**src/rtl/ild_pkg.sv**
```systemverilog
package ild_pkg;

    typedef enum logic [0:0] {
        ILD_FETCH = 1'b0,
        ILD_EXEC  = 1'b1
    } ild_state_t;

    // Opcode bytes
    localparam logic [7:0] OP_PREFIX_Y            = 8'h18;
    localparam logic [7:0] OP_INCREMENT_ACC_A     = 8'h4C;
    localparam logic [7:0] OP_INCREMENT_ACC_B     = 8'h5C;
    localparam logic [7:0] OP_INCREMENT_STACK_PTR = 8'h31;
    localparam logic [7:0] OP_INCREMENT_POINTER   = 8'h08;
    localparam logic [7:0] OP_LOAD_DOUBLE_IMM     = 8'hCC;
    localparam logic [7:0] OP_LOAD_DOUBLE_DIR     = 8'hDC;
    localparam logic [7:0] OP_LOAD_DOUBLE_EXT     = 8'hFC;
    localparam logic [7:0] OP_LOAD_DOUBLE_IND     = 8'hEC;

    // Bus cycles per instruction, prefix cycle not counted
    localparam logic [2:0] LEN_INC_ACC     = 3'h2;
    localparam logic [2:0] LEN_INC_16      = 3'h3;
    localparam logic [2:0] LEN_LOAD_IMM    = 3'h3;
    localparam logic [2:0] LEN_LOAD_DIR    = 3'h4;
    localparam logic [2:0] LEN_LOAD_EXT    = 3'h5;
    localparam logic [2:0] LEN_LOAD_IND    = 3'h5;
    localparam logic [2:0] LEN_ILLEGAL     = 3'h0;

    // Reset values and increment steps
    localparam logic [15:0] RESET_PC       = 16'h0000;
    localparam logic [15:0] RESET_WORD     = 16'h0000;
    localparam logic [7:0]  RESET_BYTE     = 8'h00;
    localparam logic [15:0] ONE_WORD       = 16'h0001;
    localparam logic [7:0]  ONE_BYTE       = 8'h01;

endpackage : ild_pkg
```
**src/rtl/ild_decoder.sv**
```systemverilog
`timescale 1ns/1ps
module ild_decoder
    import ild_pkg::*;
(
    input  wire logic        mclk,
    input  wire logic        srst,
    input  wire logic [7:0]  mem_rdata,
    output logic      [15:0] mem_addr,
    output logic             mem_rd,
    output logic      [7:0]  acc_a,
    output logic      [7:0]  acc_b,
    output logic      [15:0] pointer_x,
    output logic      [15:0] pointer_y,
    output logic      [15:0] stack_ptr,
    output logic      [15:0] prog_ctr,
    output logic             instr_done,
    output logic             bad_opcode
);

    // Cycle count of an opcode, fetch included; zero marks an opcode this block does not handle
    function automatic logic [2:0] op_len(input logic [7:0] op, input logic pre);
        logic [2:0] len;
        len = LEN_ILLEGAL;
        unique case (op)
            OP_INCREMENT_ACC_A:     len = pre ? LEN_ILLEGAL : LEN_INC_ACC;
            OP_INCREMENT_ACC_B:     len = pre ? LEN_ILLEGAL : LEN_INC_ACC;
            OP_INCREMENT_STACK_PTR: len = pre ? LEN_ILLEGAL : LEN_INC_16;
            OP_INCREMENT_POINTER:   len = LEN_INC_16;
            OP_LOAD_DOUBLE_IMM:     len = pre ? LEN_ILLEGAL : LEN_LOAD_IMM;
            OP_LOAD_DOUBLE_DIR:     len = pre ? LEN_ILLEGAL : LEN_LOAD_DIR;
            OP_LOAD_DOUBLE_EXT:     len = pre ? LEN_ILLEGAL : LEN_LOAD_EXT;
            OP_LOAD_DOUBLE_IND:     len = LEN_LOAD_IND;
            default:                len = LEN_ILLEGAL;
        endcase
        return len;
    endfunction : op_len

    ild_state_t  st_q,   st_d;
    logic [15:0] pc_q,   pc_d;
    logic [15:0] addr_q, addr_d;
    logic        rd_q,   rd_d;
    logic [7:0]  op_q,   op_d;
    logic        pre_q,  pre_d;
    logic [2:0]  cyc_q,  cyc_d;
    logic [15:0] ea_q,   ea_d;
    logic [7:0]  a_q,    a_d;
    logic [7:0]  b_q,    b_d;
    logic [15:0] x_q,    x_d;
    logic [15:0] y_q,    y_d;
    logic [15:0] sp_q,   sp_d;
    logic        done_q, done_d;
    logic        bad_q,  bad_d;
    logic        finish;

    always_comb begin
        st_d   = st_q;
        pc_d   = pc_q;
        addr_d = addr_q;
        rd_d   = 1'b1;
        op_d   = op_q;
        pre_d  = pre_q;
        cyc_d  = cyc_q;
        ea_d   = ea_q;
        a_d    = a_q;
        b_d    = b_q;
        x_d    = x_q;
        y_d    = y_q;
        sp_d   = sp_q;
        done_d = 1'b0;
        bad_d  = 1'b0;
        finish = 1'b0;
        unique case (st_q)
            ILD_FETCH: begin
                pc_d   = pc_q + ONE_WORD;
                addr_d = pc_q + ONE_WORD;
                if (mem_rdata == OP_PREFIX_Y && !pre_q) begin
                    // Extra fetch cycle for the Y variant
                    pre_d = 1'b1;
                end else if (op_len(mem_rdata, pre_q) == LEN_ILLEGAL) begin
                    // Skipped in one cycle so an unknown byte cannot hang the stream
                    bad_d = 1'b1;
                    pre_d = 1'b0;
                end else begin
                    op_d  = mem_rdata;
                    cyc_d = 3'h1;
                    st_d  = ILD_EXEC;
                end
            end
            ILD_EXEC: begin
                cyc_d = cyc_q + 3'h1;
                unique case (op_q)
                    OP_INCREMENT_ACC_A: begin
                        a_d    = a_q + ONE_BYTE;
                        finish = 1'b1;
                    end
                    OP_INCREMENT_ACC_B: begin
                        b_d    = b_q + ONE_BYTE;
                        finish = 1'b1;
                    end
                    OP_INCREMENT_STACK_PTR, OP_INCREMENT_POINTER: begin
                        // Internal cycle for the 16-bit carry, then write back
                        rd_d = 1'b0;
                        if (cyc_q == LEN_INC_16 - 3'h1) begin
                            finish = 1'b1;
                            if (op_q == OP_INCREMENT_STACK_PTR) begin
                                sp_d = sp_q + ONE_WORD;
                            end else if (pre_q) begin
                                y_d = y_q + ONE_WORD;
                            end else begin
                                x_d = x_q + ONE_WORD;
                            end
                        end
                    end
                    OP_LOAD_DOUBLE_IMM: begin
                        pc_d   = pc_q + ONE_WORD;
                        addr_d = pc_q + ONE_WORD;
                        if (cyc_q == 3'h1) begin
                            a_d = mem_rdata;
                        end else begin
                            b_d    = mem_rdata;
                            finish = 1'b1;
                        end
                    end
                    OP_LOAD_DOUBLE_DIR: begin
                        if (cyc_q == 3'h1) begin
                            pc_d   = pc_q + ONE_WORD;
                            ea_d   = {RESET_BYTE, mem_rdata};
                            addr_d = {RESET_BYTE, mem_rdata};
                        end else if (cyc_q == 3'h2) begin
                            a_d    = mem_rdata;
                            addr_d = ea_q + ONE_WORD;
                        end else begin
                            b_d    = mem_rdata;
                            finish = 1'b1;
                        end
                    end
                    OP_LOAD_DOUBLE_EXT: begin
                        if (cyc_q == 3'h1) begin
                            pc_d   = pc_q + ONE_WORD;
                            addr_d = pc_q + ONE_WORD;
                            ea_d   = {mem_rdata, RESET_BYTE};
                        end else if (cyc_q == 3'h2) begin
                            pc_d   = pc_q + ONE_WORD;
                            ea_d   = {ea_q[15:8], mem_rdata};
                            addr_d = {ea_q[15:8], mem_rdata};
                        end else if (cyc_q == 3'h3) begin
                            a_d    = mem_rdata;
                            addr_d = ea_q + ONE_WORD;
                        end else begin
                            b_d    = mem_rdata;
                            finish = 1'b1;
                        end
                    end
                    OP_LOAD_DOUBLE_IND: begin
                        if (cyc_q == 3'h1) begin
                            // Offset is unsigned; the add is registered here and the bus idles the next cycle
                            pc_d = pc_q + ONE_WORD;
                            ea_d = (pre_q ? y_q : x_q) + {RESET_BYTE, mem_rdata};
                            rd_d = 1'b0;
                        end else if (cyc_q == 3'h2) begin
                            addr_d = ea_q;
                        end else if (cyc_q == 3'h3) begin
                            a_d    = mem_rdata;
                            addr_d = ea_q + ONE_WORD;
                        end else begin
                            b_d    = mem_rdata;
                            finish = 1'b1;
                        end
                    end
                    default: begin
                        finish = 1'b1;
                    end
                endcase
                if (finish) begin
                    st_d   = ILD_FETCH;
                    addr_d = pc_d;
                    rd_d   = 1'b1;
                    pre_d  = 1'b0;
                    cyc_d  = 3'h0;
                    done_d = 1'b1;
                end
            end
            default: begin
                st_d = ILD_FETCH;
            end
        endcase
    end

    always_ff @(posedge mclk) begin
        if (srst) begin
            st_q   <= ILD_FETCH;
            pc_q   <= RESET_PC;
            addr_q <= RESET_PC;
            rd_q   <= 1'b1;
            op_q   <= RESET_BYTE;
            pre_q  <= 1'b0;
            cyc_q  <= 3'h0;
            ea_q   <= RESET_WORD;
            a_q    <= RESET_BYTE;
            b_q    <= RESET_BYTE;
            x_q    <= RESET_WORD;
            y_q    <= RESET_WORD;
            sp_q   <= RESET_WORD;
            done_q <= 1'b0;
            bad_q  <= 1'b0;
        end else begin
            st_q   <= st_d;
            pc_q   <= pc_d;
            addr_q <= addr_d;
            rd_q   <= rd_d;
            op_q   <= op_d;
            pre_q  <= pre_d;
            cyc_q  <= cyc_d;
            ea_q   <= ea_d;
            a_q    <= a_d;
            b_q    <= b_d;
            x_q    <= x_d;
            y_q    <= y_d;
            sp_q   <= sp_d;
            done_q <= done_d;
            bad_q  <= bad_d;
        end
    end

    assign mem_addr   = addr_q;
    assign mem_rd     = rd_q;
    assign acc_a      = a_q;
    assign acc_b      = b_q;
    assign pointer_x  = x_q;
    assign pointer_y  = y_q;
    assign stack_ptr  = sp_q;
    assign prog_ctr   = pc_q;
    assign instr_done = done_q;
    assign bad_opcode = bad_q;
endmodule : ild_decoder

```
**config.mk**
```make
export PLATFORM = sky130hd
export DESIGN_NAME = ild_decoder
export DESIGN_NICKNAME = d
export VERILOG_FILES = /design/src/rtl/ild_pkg.sv /design/src/rtl/ild_decoder.sv
export SDC_FILE = /design/constraint.sdc
export NUM_CORES = 1
export LEC_CHECK = 0
export ABC_AREA = 1
export ABC_CLOCK_PERIOD_IN_PS = 2700
export BUFFER_PORTS_ARGS = -buffer_cell sky130_fd_sc_hd__buf_2
export CAP_MARGIN = 40
export CORE_MARGIN = 1
export CORE_UTILIZATION = 44
export CTS_BUF_LIST = sky130_fd_sc_hd__clkbuf_2 sky130_fd_sc_hd__clkbuf_4 sky130_fd_sc_hd__clkbuf_8
export DETAILED_ROUTE_END_ITERATION = 12
export PLACE_DENSITY = 0.65
export SETUP_SLACK_MARGIN = 0.5
export SYNTH_ARGS = -nofsm -noshare
export SYNTH_HDL_FRONTEND = slang
export SYNTH_SLANG_ARGS = --single-unit
export TNS_END_PERCENT = 5
```
**constraint.sdc**
```tcl
create_clock -name mclk -period 2.7 [get_ports mclk]
set_input_delay 0.405 -clock mclk [delete_from_list [all_inputs] [get_ports mclk]]
set_output_delay 0.405 -clock mclk [all_outputs]
set_load 0.1 [all_outputs]
```
# Yosys cells after proc, flatten, opt, wreduce, memory -nomap -nowiden
# Index checks and enable logic that the tools add are counted.
[totals]
wordCells = 161
reg_bits = 128
[op_classes]
n_addsub = 9
n_mux = 66
n_reduce_logical = 25
eq_ne = 40
bitwise = 5
[ops]
columns = ["operator", "n"]
rows = [
  ["$mux 16", 15],
  ["$mux 8", 13],
  ["$pmux 16 s3", 2],
  ["$add 16x1->16 const B", 5],
  ["$eq 8x8->1 const B", 8],
  ["$pmux 16 s2", 2],
  ["$pmux 16 s4", 1],
  ["$pmux 8 s4", 2],
  ["$eq 8x7->1 const B", 4],
  ["$ne 2x2->1 const B", 13],
  ["$mux 3", 7],
  ["$reduce_and 5->1", 4],
  ["$pmux 3 s6", 1],
  ["$add 16x8->16", 1],
  ["$add 8x1->8 const B", 2],
  ["$eq 8x4->1 const B", 2],
  ["$eq 8x6->1 const B", 2],
  ["$mux 1", 16],
  ["$reduce_and 8->1", 2],
  ["$reduce_or 2->1", 6],
  ["$eq 8x5->1 const B", 1],
  ["$reduce_bool 4->1", 2],
  ["$eq 3x2->1 const B", 2],
  ["$ne 3x3->1 const B", 2],
  ["19 further kinds", 30],
]

# Logic depth before layout (Yosys ltp)
[depth]
ltp_word = 9
depth_mapped = 19
ltp_nobuf = 16

# Worst setup path before layout
# Ideal clock, no wire load.
[synth_path]
kind = "reg2reg"
from = "reg pre_q"
to = "reg ea_q[12]"
required_time_ps = 2630
arrival_ps = 2593
period_less_slack_ps = 2663
path_buffers = 3
slack_ps = 37
path_stages_with_launch = 20
setup_time_ps = 70
path_cell_list = "dfxtp_1 buf_2 clkbuf_1 clkbuf_1 nand2_1 o21ai_0 ha_1 fa_1 nand2_1 nand2_1 nand2_1 nand2_1 nand2_1 nand2_1 nand2_1 nor2_1 inv_1 o21ai_0 nand3_1 a21oi_1"
[synth_between]
elab_chain_len = 4
[synth_lines]
columns = ["item", "line_no", "rtl"]
rows = [
  ["start, declared", "ild_decoder.sv:43", "logic pre_q, pre_d;"],
  ["start signal, assigned", "ild_decoder.sv:212", "pre_q <= pre_d;"],
  ["$mux 16", "ild_decoder.sv:158", "ea_d = (pre_q ? y_q : x_q) + {RESET_BYTE, mem_rdata};"],
  ["$add 16x8->16", "ild_decoder.sv:158", ""],
  ["$mux 16", "ild_decoder.sv:155", "if (cyc_q == 3'h1) begin"],
  ["$pmux 16 s3", "ild_decoder.sv:91", "unique case (op_q)"],
  ["end signal, assigned", "ild_decoder.sv:198", "ea_q <= RESET_WORD;"],
  ["end signal, assigned", "ild_decoder.sv:214", "ea_q <= ea_d;"],
  ["end, declared", "ild_decoder.sv:45", "logic [15:0] ea_q, ea_d;"],
]
# Every way passes these cells. The select of a mux whose other input is x is not followed.
# A chain may end at the register's enable or synchronous reset.

# Worst setup path in the final report
[layout_path]
from = "reg op_q[1]"
to = "reg addr_q[13] (netlist: mem_addr[13])"
[layout_between]
elab_chain_len = 6
word_cells_on_any_way = 19
[layout_lines]
columns = ["item", "line_no", "rtl"]
rows = [
  ["start, declared", "ild_decoder.sv:42", "logic [7:0] op_q, op_d;"],
  ["start signal, assigned", "ild_decoder.sv:211", "op_q <= op_d;"],
  ["$eq 8x8->1 (tied with other cells)", "ild_decoder.sv:91", ""],
  ["$reduce_or 2->1, on equally long branches", "n/a", ""],
  ["$pmux 1 s4", "ild_decoder.sv:91", ""],
  ["$mux 1", "ild_decoder.sv:72", "unique case (st_q)"],
  ["$ne 6x1->1 (no source line) (tied with other cells)", "n/a", ""],
  ["$reduce_and 3->1 (no source line) or $pmux 16 s2 (tied branches)", "n/a", ""],
  ["end signal, assigned", "ild_decoder.sv:209", "addr_q <= addr_d;"],
  ["end, declared", "ild_decoder.sv:40", "logic [15:0] addr_q, addr_d;"],
]
# Parallel ways exist; a longest one is shown, timed or not. The select of a mux whose other input is x is not followed.

==> report_table.html <==
<table>
<tr><th>Metric</th><th>Value</th></tr>
<tr><th colspan="2">Pwr</th></tr>
<tr><td>Leak Pwr</td><td>4.98 nW</td></tr>
<tr><td>Switch Pwr</td><td>1.15 mW</td></tr>
<tr><td>Worst IR drop on VDD</td><td>0.275 mV</td></tr>
<tr><td>Areal power density over the cells</td><td>365 nW/um2</td></tr>
<tr><td>Power after layout</td><td>4.07 mW</td></tr>
<tr><td>Sw frac</td><td>28.4%</td></tr>
<tr><td>Clk network pwr share</td><td>45.6%</td></tr>
<tr><td>Sequential fraction of design power</td><td>47.0%</td></tr>
<tr><td>Internal power summed over all cells</td><td>2.92 mW</td></tr>
<tr><td>Share of total power in combinational logic</td><td>7.4%</td></tr>
<tr><th colspan="2">Die</th></tr>
<tr><td>Die boundary width</td><td>149 um</td></tr>
<tr><td>Die area</td><td>22,100 um2</td></tr>
<tr><td>Die height</td><td>149 um</td></tr>
<tr><td>Starting density of the core</td><td>45.0%</td></tr>
<tr><td>Core Region</td><td>21,100 um2</td></tr>
<tr><td>Num rows</td><td>53</td></tr>
<tr><td>Boundary pin count</td><td>109</td></tr>
<tr><th colspan="2">Route</th></tr>
<tr><td>Number of remaining DRC errors</td><td>0</td></tr>
<tr><td>Via total after detailed routing</td><td>10,901</td></tr>
<tr><td>Number of optimization iterations in the first detailed-route pass</td><td>5</td></tr>
<tr><td>Total Routed Length</td><td>32,500 um</td></tr>
<tr><td>Detailed-route wire length per cell</td><td>16.4 um</td></tr>
<tr><td>Number of DRC markers after the initial detailed-route iteration</td><td>934</td></tr>
<tr><td>Average vias per placed instance</td><td>5.49</td></tr>
<tr><td>Post-route antenna net violation count</td><td>0</td></tr>
<tr><th colspan="2">Final layout</th></tr>
<tr><td>Leading cell type in the layout, fill and taps excluded</td><td>nand2_1</td></tr>
<tr><td>Area of the multi-input gates</td><td>6050 um2</td></tr>
<tr><td>Sequential cell area</td><td>2610 um2</td></tr>
<tr><td>Most frequent cells in the layout</td><td>418 x nand2_1, 175 x inv_1, 159 x nor2_1, 127 x nand3_1, 122 x o21ai_0</td></tr>
<tr><td>Number of nets in the layout</td><td>1,729</td></tr>
<tr><td>Number of filler instances in the final layout</td><td>2,217</td></tr>
<tr><td>Ant diodes</td><td>0</td></tr>
<tr><td>Area growth from synthesis to layout</td><td>17.7%</td></tr>
<tr><td>Share of layout cells above drive strength 1</td><td>18.0%</td></tr>
<tr><th colspan="2">Global routing</th></tr>
<tr><td>First-pass GRT wire length</td><td>51,200 um</td></tr>
<tr><td>Number of antenna violations at the first check in global routing</td><td>0</td></tr>
<tr><td>Total GRT Usage</td><td>29.5%</td></tr>
<tr><td>Pin count of the biggest net entering global routing</td><td>48</td></tr>
<tr><td>Number of global-route vias before repair</td><td>9,757</td></tr>
<tr><td>Remaining global-route overflow</td><td>0</td></tr>
<tr><th colspan="2">Timing</th></tr>
<tr><td>Final worst clock skew</td><td>0.0146 ns</td></tr>
<tr><td>Total negative slack for setup checks</td><td>0 ns</td></tr>
<tr><td>Fin Hold WS</td><td>0.316 ns</td></tr>
<tr><td>Portion of the clock cycle consumed by the worst path in the final layout</td><td>81.5%</td></tr>
<tr><td>Worst-case headroom to the max-slew limit</td><td>56.6%</td></tr>
<tr><td>PnR worst setup slack</td><td>0.501 ns</td></tr>
<tr><td>Min Clock Period, post-route</td><td>2.20 ns</td></tr>
<tr><td>Final count of negative-setup-slack endpoints</td><td>0</td></tr>
<tr><td>Final Max Tran Viols</td><td>0</td></tr>
<tr><td>Setup repair after global routing missed its margin</td><td>true</td></tr>
<tr><td>Achievable clock frequency</td><td>455 MHz</td></tr>
<tr><td>Final Hold Violating Endpoints</td><td>0</td></tr>
<tr><td>Transition time at the pin with the least slew margin</td><td>0.646 ns</td></tr>
<tr><th colspan="2">Synth</th></tr>
<tr><td>Post-Syn Instances</td><td>1,579</td></tr>
<tr><td>Number of register bits inferred by synthesis</td><td>128</td></tr>
<tr><td>Seq/Total Area, Yosys</td><td>27.0%</td></tr>
<tr><td>Yosys warnings</td><td>0</td></tr>
<tr><td>Count of distinct cell types in the synthesized netlist</td><td>53</td></tr>
<tr><td>Post-Syn Area</td><td>9480 um2</td></tr>
<tr><td>Total nets after synthesis</td><td>1,609</td></tr>
<tr><td>Per-instance average area after synthesis</td><td>6.01 um2</td></tr>
<tr><th colspan="2">Setup path</th></tr>
<tr><td>Max FO, Critical Path</td><td>12</td></tr>
<tr><td>Critical path start-end classification</td><td>reg2reg</td></tr>
<tr><td>Critical path data arrival time</td><td>2.62 ns</td></tr>
<tr><td>Sort of element at the end of the critical path</td><td>flop</td></tr>
<tr><td>Type of origin of the critical path</td><td>flop</td></tr>
<tr><td>Required @ worst endpoint</td><td>3.12 ns</td></tr>
<tr><th colspan="2">Placement</th></tr>
<tr><td>Number of buffer cells added on primary ports</td><td>108</td></tr>
<tr><td>Global placer's final weighted congestion</td><td>0.929</td></tr>
<tr><td>Detailed placement HPWL</td><td>24,000 um</td></tr>
<tr><td>Minimum setup slack after placement</td><td>0.238 ns</td></tr>
<tr><th colspan="2">CTS</th></tr>
<tr><td>Buffer depth of the longest clock path</td><td>2</td></tr>
<tr><td>Number of sinks driven by the clock tree</td><td>128</td></tr>
<tr><td>Clock buffer count from CTS</td><td>17</td></tr>
<tr><td>Root cell of the clock tree</td><td>clkbuf_8</td></tr>
<tr><td>CTS tree</td><td>done</td></tr>
<tr><td>Hold buffer count at cts</td><td>0</td></tr>
<tr><td>Later-pin clock latency in the skew report</td><td>0.47 ns</td></tr>
<tr><td>Clock-pin slew of the registers on the worst-case setup and hold paths</td><td>0.08 ns</td></tr>
<tr><td>H-tree level count</td><td>4</td></tr>
<tr><th colspan="2">Job</th></tr>
<tr><td>Number of maximum-capacitance constraint violations</td><td>0</td></tr>
<tr><th colspan="2">Run status</th></tr>
<tr><td>Outcome</td><td>completed</td></tr>
<tr><th colspan="2">Worst hold path</th></tr>
<tr><td>Kind of path behind the tightest hold check</td><td>in2reg</td></tr>
</table>
## cells in the mapped netlist, drive strengths merged
cell	count	area (um2)
and2	1	6.26
inv	198	743
o211a	2	20.0
fa	1	20.0
nor2	171	677
nand4	38	238
nand3b	1	7.51
nand3	133	693
clkbuf	26	97.6
buf	26	164
o2111ai	1	8.76
a31oi	8	50.1
nand2	448	1760
o21bai	4	30.0
dfxtp	128	2560
xor2	19	166
a21oi	122	614
nor4	8	77.6
and3	1	6.26
clkinv	1	3.75
a22oi	2	15.0
o21a	2	15.0
nor3	30	189
a31o	2	17.5
o31ai	1	7.51
o21ai	146	731
a21o	1	7.51
or2	5	31.3
xnor2	7	61.3
nor3b	5	47.5
ha	19	238
o22ai	2	12.5
o211ai	18	149
mux2i	2	20.0
## state kept, by name (all words and copies together) (netlist names)
name,cells
acc_a,8
acc_b,8
bad_opcode,1
cyc_q,3
ea_q,16
instr_done,1
mem_addr,16
mem_rd,1
op_q,8
pointer_x,16
pointer_y,16
pre_q,1
prog_ctr,16
st_q,1
stack_ptr,16
## path summary, 6_finish.rpt
kind / endpoint / cells after the start / start / slack (ns)
worst min-delay path: ea_q[2] / 3 / mem_rdata[2] / 0.32
worst max register to register: mem_addr[13] / 14 / op_q[1] / 0.50
worst max-delay path: mem_addr[13] / 14 / op_q[1] / 0.50
worst min register to register: op_q[1] / 2 / op_q[1] / 0.48
## critical path: stages (launching register included)
cell	delay, ns
dfxtp_2	0.36
inv_2	0.06
nand2_4	0.08
nor2_4	0.04
buf_12	0.13
o211ai_4	0.07
buf_4	0.24
inv_2	0.13
o21ai_1	0.31
nand3_1	0.25
nand3_1	0.18
nand2_1	0.06
nand3_1	0.10
nand2_1	0.06
inv_1	0.05
## power by group through the flow
stage	clock, mW	sequential, mW	combinational, mW
CTS	1.88	1.92	0.290
floorplan	0	2.03	0.136
global placement	0	1.96	0.287
detailed placement	0	1.96	0.289
global route	1.96	1.92	0.323
finish	1.86	1.92	0.300
## logic make-up (layout without fill, tap and decap cells)
kind of cell / after synthesis / after routing / synth area share (%)
AO/OA/AOI/OAI: 311 / 311 / 17.7
flip-flops: 128 / 128 / 27.0
adder cells (fa/ha/maj): 20 / 20 / 2.72
multiplexers: 2 / 2 / 0.211
buffers and inverters: 251 / 383 / 10.6
AND/OR/NAND/NOR: 841 / 842 / 39.3
XOR/XNOR: 26 / 26 / 2.40
## repair_timing
| item | CTS | global route |
|---|---|---|
| gates cloned | 0 | 2 |
| resized for setup | 2 | 59 |
| setup endpoints to repair | 31 | 77 |
| pin swaps | 2 | 21 |
| setup buffers | 6 | 16 |
## per-layer routing
metal,track usage (%),vias up,part of all wire (%)
met2,46.2,465,44
met1,40.0,4939,46
met4,12.6,0,3.1
met3,4.80,69,6.8
li1,-,5428,-
met5,0,-,0
## area by class of cell
type / instances / share of cell area (%)
repair buffers: 152 / 8.76
well taps: 275 / 3.08
inverters: 199 / 6.78
multi-input cells: 1201 / 54.2
flip-flops and latches: 128 / 23.4
clock inverters: 14 / 1.58
clock buffers: 18 / 2.22
## per-stage QoR
stage | instance area (um2) | instances | utilization, %
floorplan | 9550 | 1579 | -
global placement | 10300 | 1931 | 48.9
detailed placement | 10300 | 1931 | 48.9
CTS | 10800 | 1969 | 51.3
global route | 11200 | 1987 | 52.9
finish | 11200 | 1987 | 52.9
Note: power is estimated with default switching activity, not from simulation.
